**config.mk**
```make
export PLATFORM = sky130hd
export DESIGN_NAME = bzl_layout_gen
export DESIGN_NICKNAME = d
export VERILOG_FILES = /design/src/rtl/bzl_pkg.sv /design/src/rtl/bzl_zone_size.sv /design/src/rtl/bzl_fmt_byte.sv /design/src/rtl/bzl_layout_gen.sv
export SDC_FILE = /design/constraint.sdc
export NUM_CORES = 1
export LEC_CHECK = 0
export BUFFER_PORTS_ARGS = -buffer_cell sky130_fd_sc_hd__buf_2
export CAP_MARGIN = 20
export CELL_PAD_IN_SITES_DETAIL_PLACEMENT = 0
export CELL_PAD_IN_SITES_GLOBAL_PLACEMENT = 2
export CORE_ASPECT_RATIO = 1.4
export CORE_UTILIZATION = 36
export CTS_BUF_LIST = sky130_fd_sc_hd__clkbuf_8
export DETAILED_ROUTE_END_ITERATION = 8
export PLACE_DENSITY_LB_ADDON = 0.1
export SYNTH_ARGS = -nofsm -noshare
export SYNTH_HDL_FRONTEND = slang
export SYNTH_HIERARCHICAL = 1
export SYNTH_SLANG_ARGS = --single-unit
```
**constraint.sdc**
```tcl
create_clock -name clk_in -period 5.8 [get_ports clk_in]
set_input_delay 0.87 -clock clk_in [delete_from_list [all_inputs] [get_ports clk_in]]
set_output_delay 0.87 -clock clk_in [all_outputs]
set_load 0.05 [all_outputs]
```
**src/rtl/bzl_pkg.sv**
```systemverilog
// Constants and types shared by the border zone layout generator
package bzl_pkg;

    // Sector address space and block geometry
    localparam int               BZL_PSN_W        = 24;
    localparam int               BZL_POS_W        = 12;
    localparam int               BZL_BP_W         = 11;
    localparam int               BZL_ECC_SECT_LOG = 4;
    localparam logic [23:0]      BZL_MIN_BO_PSN   = 24'h03FEFF;
    localparam logic [23:0]      BZL_SIZE2_PSN    = 24'h0B2600;
    localparam logic [23:0]      BZL_SIZE3_PSN    = 24'h165700;
    localparam logic [23:0]      BZL_DZ_START_PSN = 24'h030000;

    // Zone sizes in ECC blocks for the three Layer 0 bands
    localparam logic [11:0]      BZL_SIZE1_BLK    = 12'h734;
    localparam logic [11:0]      BZL_SIZE2_BLK    = 12'h98A;
    localparam logic [11:0]      BZL_SIZE3_BLK    = 12'hB9C;

    // Unit positions counted from the start of the zone, and unit offsets from M or N
    localparam logic [11:0]      BZL_UP_RMD_LAST  = 12'h004;
    localparam logic [11:0]      BZL_UP_STOP_A    = 12'h025;
    localparam logic [11:0]      BZL_UP_STOP_B    = 12'h026;
    localparam logic [11:0]      BZL_UP_M_MIN     = 12'h027;
    localparam logic [11:0]      BZL_MK1_OFS      = 12'h000;
    localparam logic [11:0]      BZL_MK2_OFS      = 12'h00A;
    localparam logic [11:0]      BZL_MK3_OFS      = 12'h014;
    localparam logic [11:0]      BZL_GUARD_OFS    = 12'h002;
    localparam logic [11:0]      BZL_M_SPAN       = 12'h017;
    localparam logic [11:0]      BZL_FMT_FIRST    = 12'h001;
    localparam logic [11:0]      BZL_FMT_LAST     = 12'h005;
    localparam logic [11:0]      BZL_N_LAST       = 12'h006;

    // Byte positions inside the updated format block
    localparam logic [10:0]      BZL_BP_CATEGORY  = 11'h000;
    localparam logic [10:0]      BZL_BP_RATE      = 11'h001;
    localparam logic [10:0]      BZL_BP_ALLOC_LO  = 11'h004;
    localparam logic [10:0]      BZL_BP_ALLOC_HI  = 11'h00F;
    localparam logic [10:0]      BZL_BP_RSV_LO    = 11'h01C;
    localparam logic [10:0]      BZL_BP_SECT_LO   = 11'h020;
    localparam logic [10:0]      BZL_BP_SECT_HI   = 11'h027;
    localparam logic [10:0]      BZL_BP_REMAP_BLOCK_VALID_FLAGS      = 11'h02A;
    localparam logic [10:0]      BZL_BP_RSV2_LO   = 11'h02B;
    localparam logic [10:0]      BZL_BP_RSV2_HI   = 11'h1FF;

    // What a unit carries
    typedef enum logic [3:0] {
        BZL_K_RMD,
        BZL_K_ZERO,
        BZL_K_STOP,
        BZL_K_MARK_ZERO,
        BZL_K_MARK_FMT,
        BZL_K_SKIP,
        BZL_K_GUARD,
        BZL_K_LINK_LOSS,
        BZL_K_FMT
    } bzl_kind_e;

    // Area type attribute of a unit
    typedef enum logic [1:0] {
        BZL_A_DATA,
        BZL_A_LEAD_OUT,
        BZL_A_MIDDLE
    } bzl_attr_e;

endpackage

```
**src/rtl/bzl_zone_size.sv**
```systemverilog
// Start sector check and zone size lookup for a Layer 0 Border-out
`timescale 1ns/1ns
module bzl_zone_size
    import bzl_pkg::*;
(
    input  wire logic [23:0] bo_psn_in,
    input  wire logic [23:0] l0_end_in,
    output logic      [11:0] size_out,
    output logic             psn_ok_out
);

    // Band lookup; above the Layer 0 end the start is refused
    always_comb begin
        if (bo_psn_in >= BZL_SIZE3_PSN) begin
            size_out = BZL_SIZE3_BLK;
        end else if (bo_psn_in >= BZL_SIZE2_PSN) begin
            size_out = BZL_SIZE2_BLK;
        end else begin
            size_out = BZL_SIZE1_BLK;
        end
    end

    // Must lie past the floor and on a block boundary
    assign psn_ok_out = (bo_psn_in > BZL_MIN_BO_PSN)
                      && (bo_psn_in[BZL_ECC_SECT_LOG-1:0] == '0)
                      && (bo_psn_in <= l0_end_in);

endmodule

```
**src/rtl/bzl_fmt_byte.sv**
```systemverilog
// Byte selector for the updated physical format block
`timescale 1ns/1ns
module bzl_fmt_byte
    import bzl_pkg::*;
(
    input  wire logic [10:0] bp_in,
    input  wire logic [7:0]  prerec_byte_in,
    input  wire logic [7:0]  category_byte_in,
    input  wire logic [7:0]  rate_byte_in,
    input  wire logic [7:0]  remap_flags_in,
    input  wire logic [23:0] max_rec_psn_in,
    input  wire logic [23:0] l0_end_in,
    input  wire logic [23:0] bo_psn_in,
    input  wire logic [23:0] bi_psn_in,
    output logic      [7:0]  byte_out
);

    logic [95:0] alloc_v;
    logic [63:0] sect_v;
    logic [3:0]  alloc_idx;
    logic [2:0]  sect_idx;

    // Updated fields, most significant byte first
    assign alloc_v = {8'h00, BZL_DZ_START_PSN, 8'h00, max_rec_psn_in,
                      8'h00, l0_end_in};
    assign sect_v  = {8'h00, bo_psn_in, 8'h00, bi_psn_in};
    assign alloc_idx = 4'(bp_in - BZL_BP_ALLOC_LO);
    assign sect_idx  = 3'(bp_in - BZL_BP_SECT_LO);

    // Copy the pre-recorded byte unless an updated field covers it
    always_comb begin
        byte_out = prerec_byte_in;
        if (bp_in == BZL_BP_CATEGORY) begin
            byte_out = category_byte_in;
        end else if (bp_in == BZL_BP_RATE) begin
            byte_out = rate_byte_in;
        end else if (bp_in >= BZL_BP_ALLOC_LO && bp_in <= BZL_BP_ALLOC_HI) begin
            byte_out = alloc_v[8*(4'hB - alloc_idx) +: 8];
        end else if (bp_in >= BZL_BP_RSV_LO && bp_in < BZL_BP_SECT_LO) begin
            byte_out = 8'h00;
        end else if (bp_in >= BZL_BP_SECT_LO && bp_in <= BZL_BP_SECT_HI) begin
            byte_out = sect_v[8*(3'h7 - sect_idx) +: 8];
        end else if (bp_in == BZL_BP_REMAP_BLOCK_VALID_FLAGS) begin
            byte_out = remap_flags_in;
        end else if (bp_in >= BZL_BP_RSV2_LO && bp_in <= BZL_BP_RSV2_HI) begin
            byte_out = 8'h00;
        end
    end

endmodule

```
**src/rtl/bzl_layout_gen.sv**
```systemverilog
// Border zone layout generator: start checks, unit sequencing, contents
`timescale 1ns/1ns

// Summary of operation
// - Refuse a Border-out start sector not above 03FEFF.
// - Refuse a Border-out start not on an ECC block boundary.
// - Zone size is 1844, 2442 or 2972 blocks by start band.
// - Each unit position stands for exactly one ECC block.
// - First marker address is half the sum of both start sectors.
// - Units 0 to 4 carry five copies of current management data.
// - Those five copies carry a zero data type bit.
// - Filler units between the named areas are all-zero blocks.
// - Units 37 and 38 are a zero stop block with lead-out attribute.
// - Three two-unit markers at M, M+10, M+20, each with a guard.
// - With no following bordered area, no marker is recorded.
// - With a following area, markers are zeros or the format block.
// - A format-block marker holds it twice by lossless linking.
// - On finalization with a following area, all markers become zeros with middle attribute.
// - A guard unit becomes linking loss once its marker is recorded.
// - Unit N links, N+1..N+5 repeat the format block, N+6 guards.
// - Format block copies pre-recorded bytes except bytes 0,1,4-15,28-39,42-511.
// - Bytes 4-15 hold allocation, 32-39 hold both start sectors.
// - Both start sectors are offered for recording in lead-in or Border-in.
// - A zone is the current Border-out then the next Border-in.
// - Under the fourth management format a Layer 1 mirror zone is flagged.
// - A zero next Border-in start means no following bordered area.
module bzl_layout_gen
    import bzl_pkg::*;
(
    input  wire logic                clk_in,
    input  wire logic                rst_n_in,
    input  wire logic                start_in,
    input  wire logic [23:0]         bo_psn_in,
    input  wire logic [23:0]         bi_psn_in,
    input  wire logic [23:0]         l0_end_in,
    input  wire logic [23:0]         max_rec_psn_in,
    input  wire logic [11:0]         m_ofs_in,
    input  wire logic [11:0]         n_ofs_in,
    input  wire logic                finalize_in,
    input  wire logic                marker_fmt_in,
    input  wire logic                format4_in,
    input  wire logic                unit_req_in,
    input  wire logic [10:0]         fmt_bp_in,
    input  wire logic [7:0]          prerec_byte_in,
    input  wire logic [7:0]          category_byte_in,
    input  wire logic [7:0]          rate_byte_in,
    input  wire logic [7:0]          remap_flags_in,
    output logic                     busy_out,
    output logic                     unit_ready_out,
    output logic                     unit_valid_out,
    output logic [11:0]              unit_pos_out,
    output logic [23:0]              unit_psn_out,
    output bzl_kind_e                unit_kind_out,
    output bzl_attr_e                unit_attr_out,
    output logic                     unit_record_out,
    output logic                     data_type_zero_out,
    output logic                     lossless_twice_out,
    output logic                     reject_out,
    output logic                     done_out,
    output logic [11:0]              zone_blocks_out,
    output logic [23:0]              marker_psn_out,
    output logic [23:0]              rec_bo_psn_out,
    output logic [23:0]              rec_bi_psn_out,
    output logic                     superficial_out,
    output logic [7:0]               fmt_byte_out
);

    typedef enum logic [1:0] {BZL_S_IDLE, BZL_S_RUN, BZL_S_DONE} bzl_state_e;

    bzl_state_e  state_q;
    logic [23:0] bo_q;
    logic [23:0] bi_q;
    logic [11:0] m_q;
    logic [11:0] n_q;
    logic [11:0] pos_q;
    logic        final_q;
    logic        mfmt_q;
    logic [11:0] size_w;
    logic        psn_ok_w;
    logic        layout_ok_w;
    logic        accept_w;
    logic        take_w;
    logic        last_w;
    logic        next_area_w;
    logic [12:0] n_end_w;
    logic [12:0] m_end_w;
    logic [24:0] mk_sum_w;
    logic [7:0]  fmt_byte_w;
    bzl_kind_e   kind_w;
    bzl_attr_e   attr_w;

    bzl_zone_size u_size (
        .bo_psn_in  (bo_psn_in),
        .l0_end_in  (l0_end_in),
        .size_out   (size_w),
        .psn_ok_out (psn_ok_w)
    );

    bzl_fmt_byte u_fmt (
        .bp_in            (fmt_bp_in),
        .prerec_byte_in   (prerec_byte_in),
        .category_byte_in (category_byte_in),
        .rate_byte_in     (rate_byte_in),
        .remap_flags_in   (remap_flags_in),
        .max_rec_psn_in   (max_rec_psn_in),
        .l0_end_in        (l0_end_in),
        .bo_psn_in        (bo_q),
        .bi_psn_in        (bi_q),
        .byte_out         (fmt_byte_w)
    );

    // Layout must fit: markers after the stop block, N+6 inside the zone
    assign m_end_w  = {1'b0, m_ofs_in} + {1'b0, BZL_M_SPAN};
    assign n_end_w  = {1'b0, n_ofs_in} + {1'b0, BZL_N_LAST};
    assign layout_ok_w = (m_ofs_in >= BZL_UP_M_MIN)
                       && (m_end_w <= {1'b0, n_ofs_in})
                       && (n_end_w < {1'b0, size_w});
    assign accept_w = start_in && (state_q != BZL_S_RUN);
    assign take_w   = (state_q == BZL_S_RUN) && unit_req_in;
    assign last_w   = ({1'b0, pos_q} == {1'b0, n_q} + {1'b0, BZL_N_LAST});
    assign next_area_w = (bi_q != '0);
    assign mk_sum_w = {1'b0, bi_psn_in} + {1'b0, bo_psn_in};
    assign busy_out       = (state_q == BZL_S_RUN);
    assign unit_ready_out = (state_q == BZL_S_RUN);

    // Marker and guard position tests relative to M
    function automatic logic is_mark(input logic [11:0] p,
                                     input logic [11:0] m);
        logic [11:0] r;
        r = p - m;
        is_mark = (p >= m) && (r == BZL_MK1_OFS || r == BZL_MK1_OFS + 1
                || r == BZL_MK2_OFS || r == BZL_MK2_OFS + 1
                || r == BZL_MK3_OFS || r == BZL_MK3_OFS + 1);
    endfunction

    function automatic logic is_guard(input logic [11:0] p,
                                      input logic [11:0] m);
        logic [11:0] r;
        r = p - m;
        is_guard = (p >= m) && (r == BZL_MK1_OFS + BZL_GUARD_OFS
                 || r == BZL_MK2_OFS + BZL_GUARD_OFS
                 || r == BZL_MK3_OFS + BZL_GUARD_OFS);
    endfunction

    // Contents of the unit at pos_q; zero fill is the fallback
    always_comb begin
        kind_w = BZL_K_ZERO;
        attr_w = BZL_A_DATA;
        if (pos_q <= BZL_UP_RMD_LAST) begin
            kind_w = BZL_K_RMD;
        end else if (pos_q == BZL_UP_STOP_A || pos_q == BZL_UP_STOP_B) begin
            kind_w = BZL_K_STOP;
            attr_w = BZL_A_LEAD_OUT;
        end else if (is_mark(pos_q, m_q)) begin
            if (!next_area_w) begin
                kind_w = BZL_K_SKIP;
            end else if (final_q) begin
                kind_w = BZL_K_MARK_ZERO;
                attr_w = BZL_A_MIDDLE;
            end else if (mfmt_q) begin
                kind_w = BZL_K_MARK_FMT;
            end else begin
                kind_w = BZL_K_MARK_ZERO;
            end
        end else if (is_guard(pos_q, m_q)) begin
            // Recorded marker turns its guard into a link point
            kind_w = next_area_w ? BZL_K_LINK_LOSS : BZL_K_GUARD;
        end else if (pos_q == n_q) begin
            kind_w = BZL_K_LINK_LOSS;
        end else if (pos_q >= n_q + BZL_FMT_FIRST
                     && pos_q <= n_q + BZL_FMT_LAST) begin
            kind_w = BZL_K_FMT;
        end else if (last_w) begin
            kind_w = BZL_K_GUARD;
        end
    end

    // Sequencer: one zone walk per accepted start
    always_ff @(posedge clk_in or negedge rst_n_in) begin
        if (!rst_n_in) begin
            state_q <= BZL_S_IDLE;
        end else if (accept_w) begin
            state_q <= (psn_ok_w && layout_ok_w) ? BZL_S_RUN : BZL_S_IDLE;
        end else if (take_w && last_w) begin
            state_q <= BZL_S_DONE;
        end
    end

    // Zone parameters captured at start
    always_ff @(posedge clk_in or negedge rst_n_in) begin
        if (!rst_n_in) begin
            bo_q    <= '0;
            bi_q    <= '0;
            m_q     <= '0;
            n_q     <= '0;
            final_q <= 1'b0;
            mfmt_q  <= 1'b0;
            zone_blocks_out <= '0;
            marker_psn_out  <= '0;
            superficial_out <= 1'b0;
        end else if (accept_w && psn_ok_w && layout_ok_w) begin
            bo_q    <= bo_psn_in;
            bi_q    <= bi_psn_in;
            m_q     <= m_ofs_in;
            n_q     <= n_ofs_in;
            final_q <= finalize_in;
            mfmt_q  <= marker_fmt_in;
            zone_blocks_out <= size_w;
            marker_psn_out  <= mk_sum_w[24:1];
            superficial_out <= format4_in;
        end
    end

    // Start sectors handed on for lead-in or Border-in recording
    assign rec_bo_psn_out = bo_q;
    assign rec_bi_psn_out = bi_q;

    // Unit position counter, one block per request
    always_ff @(posedge clk_in or negedge rst_n_in) begin
        if (!rst_n_in) begin
            pos_q <= '0;
        end else if (accept_w) begin
            pos_q <= '0;
        end else if (take_w && !last_w) begin
            pos_q <= pos_q + 12'h001;
        end
    end

    // Registered unit descriptor
    always_ff @(posedge clk_in or negedge rst_n_in) begin
        if (!rst_n_in) begin
            unit_valid_out     <= 1'b0;
            unit_pos_out       <= '0;
            unit_psn_out       <= '0;
            unit_kind_out      <= BZL_K_ZERO;
            unit_attr_out      <= BZL_A_DATA;
            unit_record_out    <= 1'b0;
            data_type_zero_out <= 1'b0;
            lossless_twice_out <= 1'b0;
        end else begin
            unit_valid_out <= take_w;
            if (take_w) begin
                unit_pos_out  <= pos_q;
                // One ECC block of sixteen sectors per unit
                unit_psn_out  <= bo_q + {pos_q, {BZL_ECC_SECT_LOG{1'b0}}};
                unit_kind_out <= kind_w;
                unit_attr_out <= attr_w;
                unit_record_out    <= (kind_w != BZL_K_SKIP);
                data_type_zero_out <= (kind_w == BZL_K_RMD);
                lossless_twice_out <= (kind_w == BZL_K_MARK_FMT);
            end
        end
    end

    // Status pulses and levels
    always_ff @(posedge clk_in or negedge rst_n_in) begin
        if (!rst_n_in) begin
            reject_out <= 1'b0;
            done_out   <= 1'b0;
        end else begin
            reject_out <= accept_w && !(psn_ok_w && layout_ok_w);
            if (accept_w) begin
                done_out <= 1'b0;
            end else if (take_w && last_w) begin
                done_out <= 1'b1;
            end
        end
    end

    // Format byte is registered; the read costs one cycle of latency
    always_ff @(posedge clk_in or negedge rst_n_in) begin
        if (!rst_n_in) begin
            fmt_byte_out <= 8'h00;
        end else begin
            fmt_byte_out <= fmt_byte_w;
        end
    end
endmodule

```
==> results.tsv <==
stage	metric	value	unit
floorplan	die_x	169	um
floorplan	starting_utilization_of_the_core_area	0.365	
worst_setup_path	path_class	in2reg	
clocking	cts.clk_slew.worst_paths	0.09	ns
synthesis	yosysSeqAreaShare	0.321	
sta	setup_viol_count_final	0	
worst_setup_path	crit_chain	buf_2, a211o_1, a211o_1, a31o_1, a21oi_2, inv_2, nand3_1, inv_1, ha_1, a21oi_1, nor2b_1, or4b_1, a221oi_1, o2111ai_1, or2_4, and2_0, a41o_1	
synthesis	synth_top_family_by_area	simple AND/OR/NAND/NOR gates	
pwr	power_leakage	8.30	nW
synthesis	postSynth.topFlopCell	sky130_fd_sc_hd__dfrtp_1	
synthesis	post_synthesis_async_set_or_reset_flop_share	1.00	
worst_setup_path	startpoint_type_of_the_worst_setup_path	input pin	
global_routing	grt_start_max_net_pins	114	
run	max_cap_violations	0	
worst_setup_path	startpoint	bo_psn_in[9]	
synthesis	yosys-mux-area-fraction	0.0550	
global_routing	global_route.usage.met2	0.506	
worst_setup_path	worstPathRequired	6.19	ns
min_path	hold_path_class	reg2reg	
detailed_routing	vias_per_cell	5.40	
sta	rsz0062_at_grt	no	
worst_setup_path	ff2ff_path_depth	12	
synthesis	synth_area_per_cell	8.61	um^2
sta	hold_viol_final	0	
outcome	status	finished, final reports clean	
sta	clock-skew-final	0.0181	ns
global_routing	grt_busiest_layer	met2	
pwr	totalPowerFinal	4.52	mW
worst_setup_path	worst_setup_path_end_kind	register	
sta	setup-tns-final	0	ns
detailed_routing	via_count	13187	
clocking	post_cts.resized_instances	0	
global_routing	grt_antenna_before_repair	4	
worst_setup_path	worstPathMaxFanout	81	
detailed_routing	detail_route.wirelength	53400	um
clocking	cell_at_the_root_of_the_clock_tree	sky130_fd_sc_hd__clkbuf_8	
synthesis	synth-xor-area-share	0.0587	
sta	worstMarginPinSlew	1.15	ns
clocking	cts-root-to-sink-buffers	2	
final_layout	number_of_standard_cells_in_the_final_layout_excluding_fillers	2440	
detailed_routing	wl_per_cell	21.9	um
global_routing	global_route_wire_length_before_repair	80900	um
sta	finalCriticalPeriod	4.61	ns
floorplan	die_h	235	um
global_routing	grt_pass1_vias	13613	
worst_setup_path	path_delay_family	compound AO/OA/AOI/OAI gates	
worst_setup_path	cp.depth	17	
sta	timing.final.max_slew_violations	0	
place	finalWeightedCongestion	0.944	
global_routing	use_met1	0.309	
clocking	insertion_delay	0.50	ns
global_routing	grtUsageMet3	0.0321	
floorplan	ios	313	
detailed_routing	drtIter0Drc	770	
sta	fin_crit_sh	0.794	
place	numPlacedInstances	2406	
pwr	p_per_area	274	mW/mm^2
worst_setup_path	r2r_slack	1.94	ns
synthesis	ys_seq_elements	180	
clocking	post_cts.repair.setup_buffers	0	
synthesis	synth-warning-count	6	
clocking	numCtsBuffers	17	
clocking	ctsHtreeMaxLevel	4	
detailed_routing	dr.pass1.iters	6	
sta	fmaxAchievable	0.217	GHz
sta	worst_slew_margin_rel	0.210	
synthesis	syn_inst	1629	
detailed_routing	drt_drc_violations_left	0	
detailed_routing	antenna_violating_nets_post_route	0	
final_layout	layout-drive-gt1-share	0.232	
worst_setup_path	critical-path-slowest-cell	sky130_fd_sc_hd__or2_4	
synthesis	post_synth_and_or_nand_nor_area_fraction	0.200	
worst_setup_path	worst_r2r_endpoint	unit_record_out	
final_layout	area_delta_synth_final	17.8	%
clocking	cts_hold_repair.buffers	0	
synthesis	synth_edf_count	0	
global_routing	all_layer_gr_usage	0.271	
synthesis	synthDistinctLibCells	88	
clocking	cts_tree	done	
worst_setup_path	worstSetupEndpoint	marker_psn_out[21]	
place	io_buffer_count	312	
final_layout	multi_input_area	0.00880	mm^2
final_layout	seq_area	0.00451	mm^2
floorplan	fp.dieArea	0.0397	mm^2
worst_setup_path	cp_arrival	4.99	ns
worst_setup_path	critical_path.n_buffers_inverters	3	
place	place_hpwl	42700	um
floorplan	fp.coreArea	0.0384	mm^2
final_layout	fillerInstances	3961	
pwr	worst_ir_drop_on_vdd	0.167	mV
worst_setup_path	critical_path.most_common_cell	sky130_fd_sc_hd__a211o_1	
sta	hold-worst-slack	0.477	ns
final_layout	num-nets-final	2208	
synthesis	synthAdderAreaFrac	0.122	
floorplan	core.rowCount	85	
worst_setup_path	critical_path.reg2reg.startpoint	pos_q[0]	
clocking	numClockSinks	180	
synthesis	synth_area	0.0140	mm^2
synthesis	compound_gate_fraction_of_synth_area	0.190	
worst_setup_path	crit_path_max_incr_delay	0.59	ns
global_routing	gr-total-overflow	0	
[worst register-to-register path: cells and delay by family, from the launching register on]
kind | cells | cell delay [ns]
DFF | 1 | 0.50
and+or+nand+nor | 2 | 0.97
xor gates and xnor gates | 1 | 0.14
AOI/OAI and AO/OA | 5 | 1.16
adders and majority gates | 2 | 0.63
buffers and inverters | 2 | 0.36
[how the worst min path moves through the flow]
| stage | startpoint | to | slack [ns] | cells after the start |
|---|---|---|---|---|
| after global routing | unit_psn_out[14] | unit_psn_out[14] | 0.51 | 2 |
| after CTS | unit_kind_out[0] | unit_kind_out[0] | 0.48 | 2 |
| after floorplan | mfmt_q | mfmt_q | 0.45 | 2 |
| after detailed placement | unit_psn_out[2] | unit_psn_out[2] | 0.46 | 2 |
| after global placement | unit_psn_out[1] | unit_psn_out[1] | 0.46 | 2 |
| final | unit_kind_out[0] | unit_kind_out[0] | 0.48 | 2 |
[layout make-up]
| class | instances | area share |
|---|---|---|
| multi-input cells | 1274 | 0.533 |
| flip-flops and latches | 180 | 0.273 |
| repair buffers | 332 | 0.106 |
| well taps | 522 | 0.0396 |
| inverters | 98 | 0.0223 |
| clock buffers | 19 | 0.0158 |
| clock inverters | 12 | 0.00925 |
| diodes | 3 | 0.000455 |
[placed cells by master (no fill, tap or decap), types with 11 or more instances in the layout]
cell,count
sky130_fd_sc_hd__buf_4,17
sky130_fd_sc_hd__and2_1,18
sky130_fd_sc_hd__a21oi_1,70
sky130_fd_sc_hd__o21ai_0,100
sky130_fd_sc_hd__clkbuf_8,20
sky130_fd_sc_hd__xor2_1,34
sky130_fd_sc_hd__nand2_1,273
sky130_fd_sc_hd__o31ai_1,21
sky130_fd_sc_hd__mux2_2,52
sky130_fd_sc_hd__ha_1,132
sky130_fd_sc_hd__xnor2_1,57
sky130_fd_sc_hd__nor4_1,16
sky130_fd_sc_hd__o21bai_1,12
sky130_fd_sc_hd__a211oi_1,12
sky130_fd_sc_hd__nand4_1,29
sky130_fd_sc_hd__mux2i_1,14
sky130_fd_sc_hd__nand2b_1,25
sky130_fd_sc_hd__a21o_1,18
sky130_fd_sc_hd__o21a_1,17
sky130_fd_sc_hd__nor2b_1,17
sky130_fd_sc_hd__inv_1,96
sky130_fd_sc_hd__buf_2,311
sky130_fd_sc_hd__a31oi_1,11
sky130_fd_sc_hd__a221oi_1,20
sky130_fd_sc_hd__nor2_1,75
sky130_fd_sc_hd__dfrtp_1,179
sky130_fd_sc_hd__nor3_1,26
sky130_fd_sc_hd__a2111oi_0,14
sky130_fd_sc_hd__nand3_1,37
sky130_fd_sc_hd__o211ai_1,17
[state kept, by name, indices dropped and copies added, names as in the netlist, 4 cells and up]
| register | flops |
|---|---|
| rec_bo_psn_out | 24 |
| unit_psn_out | 24 |
| marker_psn_out | 24 |
| unit_kind_out | 4 |
| m_q | 12 |
| unit_pos_out | 12 |
| fmt_byte_out | 8 |
| pos_q | 12 |
| rec_bi_psn_out | 24 |
| zone_blocks_out | 12 |
| n_q | 12 |
[metrics by stage]
stage	utilization	setup slack (ns)	instance area, um^2
final	0.430	1.19	16500
after global routing	0.430	0.882	16500
after CTS	0.430	1.23	16500
after detailed placement	0.419	0.686	16100
after global placement	0.419	0.803	16100
after floorplan	-	1.45	14000
[cells in the mapped netlist, types with 11 or more instances]
cell,n,area share
sky130_fd_sc_hd__nand2_1,274,0.073
sky130_fd_sc_hd__dfrtp_1,179,0.32
sky130_fd_sc_hd__ha_1,132,0.12
sky130_fd_sc_hd__o21ai_0,100,0.036
sky130_fd_sc_hd__inv_1,96,0.026
sky130_fd_sc_hd__nor2_1,76,0.020
sky130_fd_sc_hd__a21oi_1,70,0.025
sky130_fd_sc_hd__xnor2_1,57,0.036
sky130_fd_sc_hd__mux2_2,52,0.042
sky130_fd_sc_hd__clkbuf_1,44,0.012
sky130_fd_sc_hd__nand3_1,37,0.013
sky130_fd_sc_hd__xor2_1,34,0.021
sky130_fd_sc_hd__nand4_1,29,0.013
sky130_fd_sc_hd__nor3_1,26,0.0093
sky130_fd_sc_hd__nand2b_1,25,0.011
sky130_fd_sc_hd__o31ai_1,22,0.012
sky130_fd_sc_hd__a221oi_1,20,0.012
sky130_fd_sc_hd__a21o_1,18,0.0096
sky130_fd_sc_hd__and2_1,18,0.0080
sky130_fd_sc_hd__nor2b_1,17,0.0076
sky130_fd_sc_hd__o211ai_1,17,0.0091
sky130_fd_sc_hd__o21a_1,17,0.0091
sky130_fd_sc_hd__nor4_1,16,0.0071
sky130_fd_sc_hd__buf_2,15,0.0054
sky130_fd_sc_hd__a2111oi_0,14,0.0087
sky130_fd_sc_hd__mux2i_1,14,0.010
sky130_fd_sc_hd__a211oi_1,12,0.0064
sky130_fd_sc_hd__buf_4,12,0.0064
sky130_fd_sc_hd__o21bai_1,12,0.0064
sky130_fd_sc_hd__a31oi_1,11,0.0049
[cells by family (layout without fill, tap and decap cells)]
family,after synthesis,count (layout)
DFF,180,180
and+or+nand+nor,583,583
other,2,6
xor gates and xnor gates,92,92
adders and majority gates,135,135
AOI/OAI and AO/OA,393,393
buffers and inverters,176,461
muxes,68,68
[where the power goes]
group | switching [mW] | internal, mW
combinational | 1.27 | 0.602
sequential | 0.253 | 1.45
clock | 0.501 | 0.447
[layer usage]
layer | part of all wire | up-vias | routed length, um
met2 | 0.53 | 386 | 28400
li1 | - | 6386 | -
met1 | 0.40 | 6331 | 21200
met5 | 0 | - | 0
met4 | 0.035 | 0 | 1860
met3 | 0.037 | 84 | 1970
No activity file was read; power rests on OpenSTA's default activity.
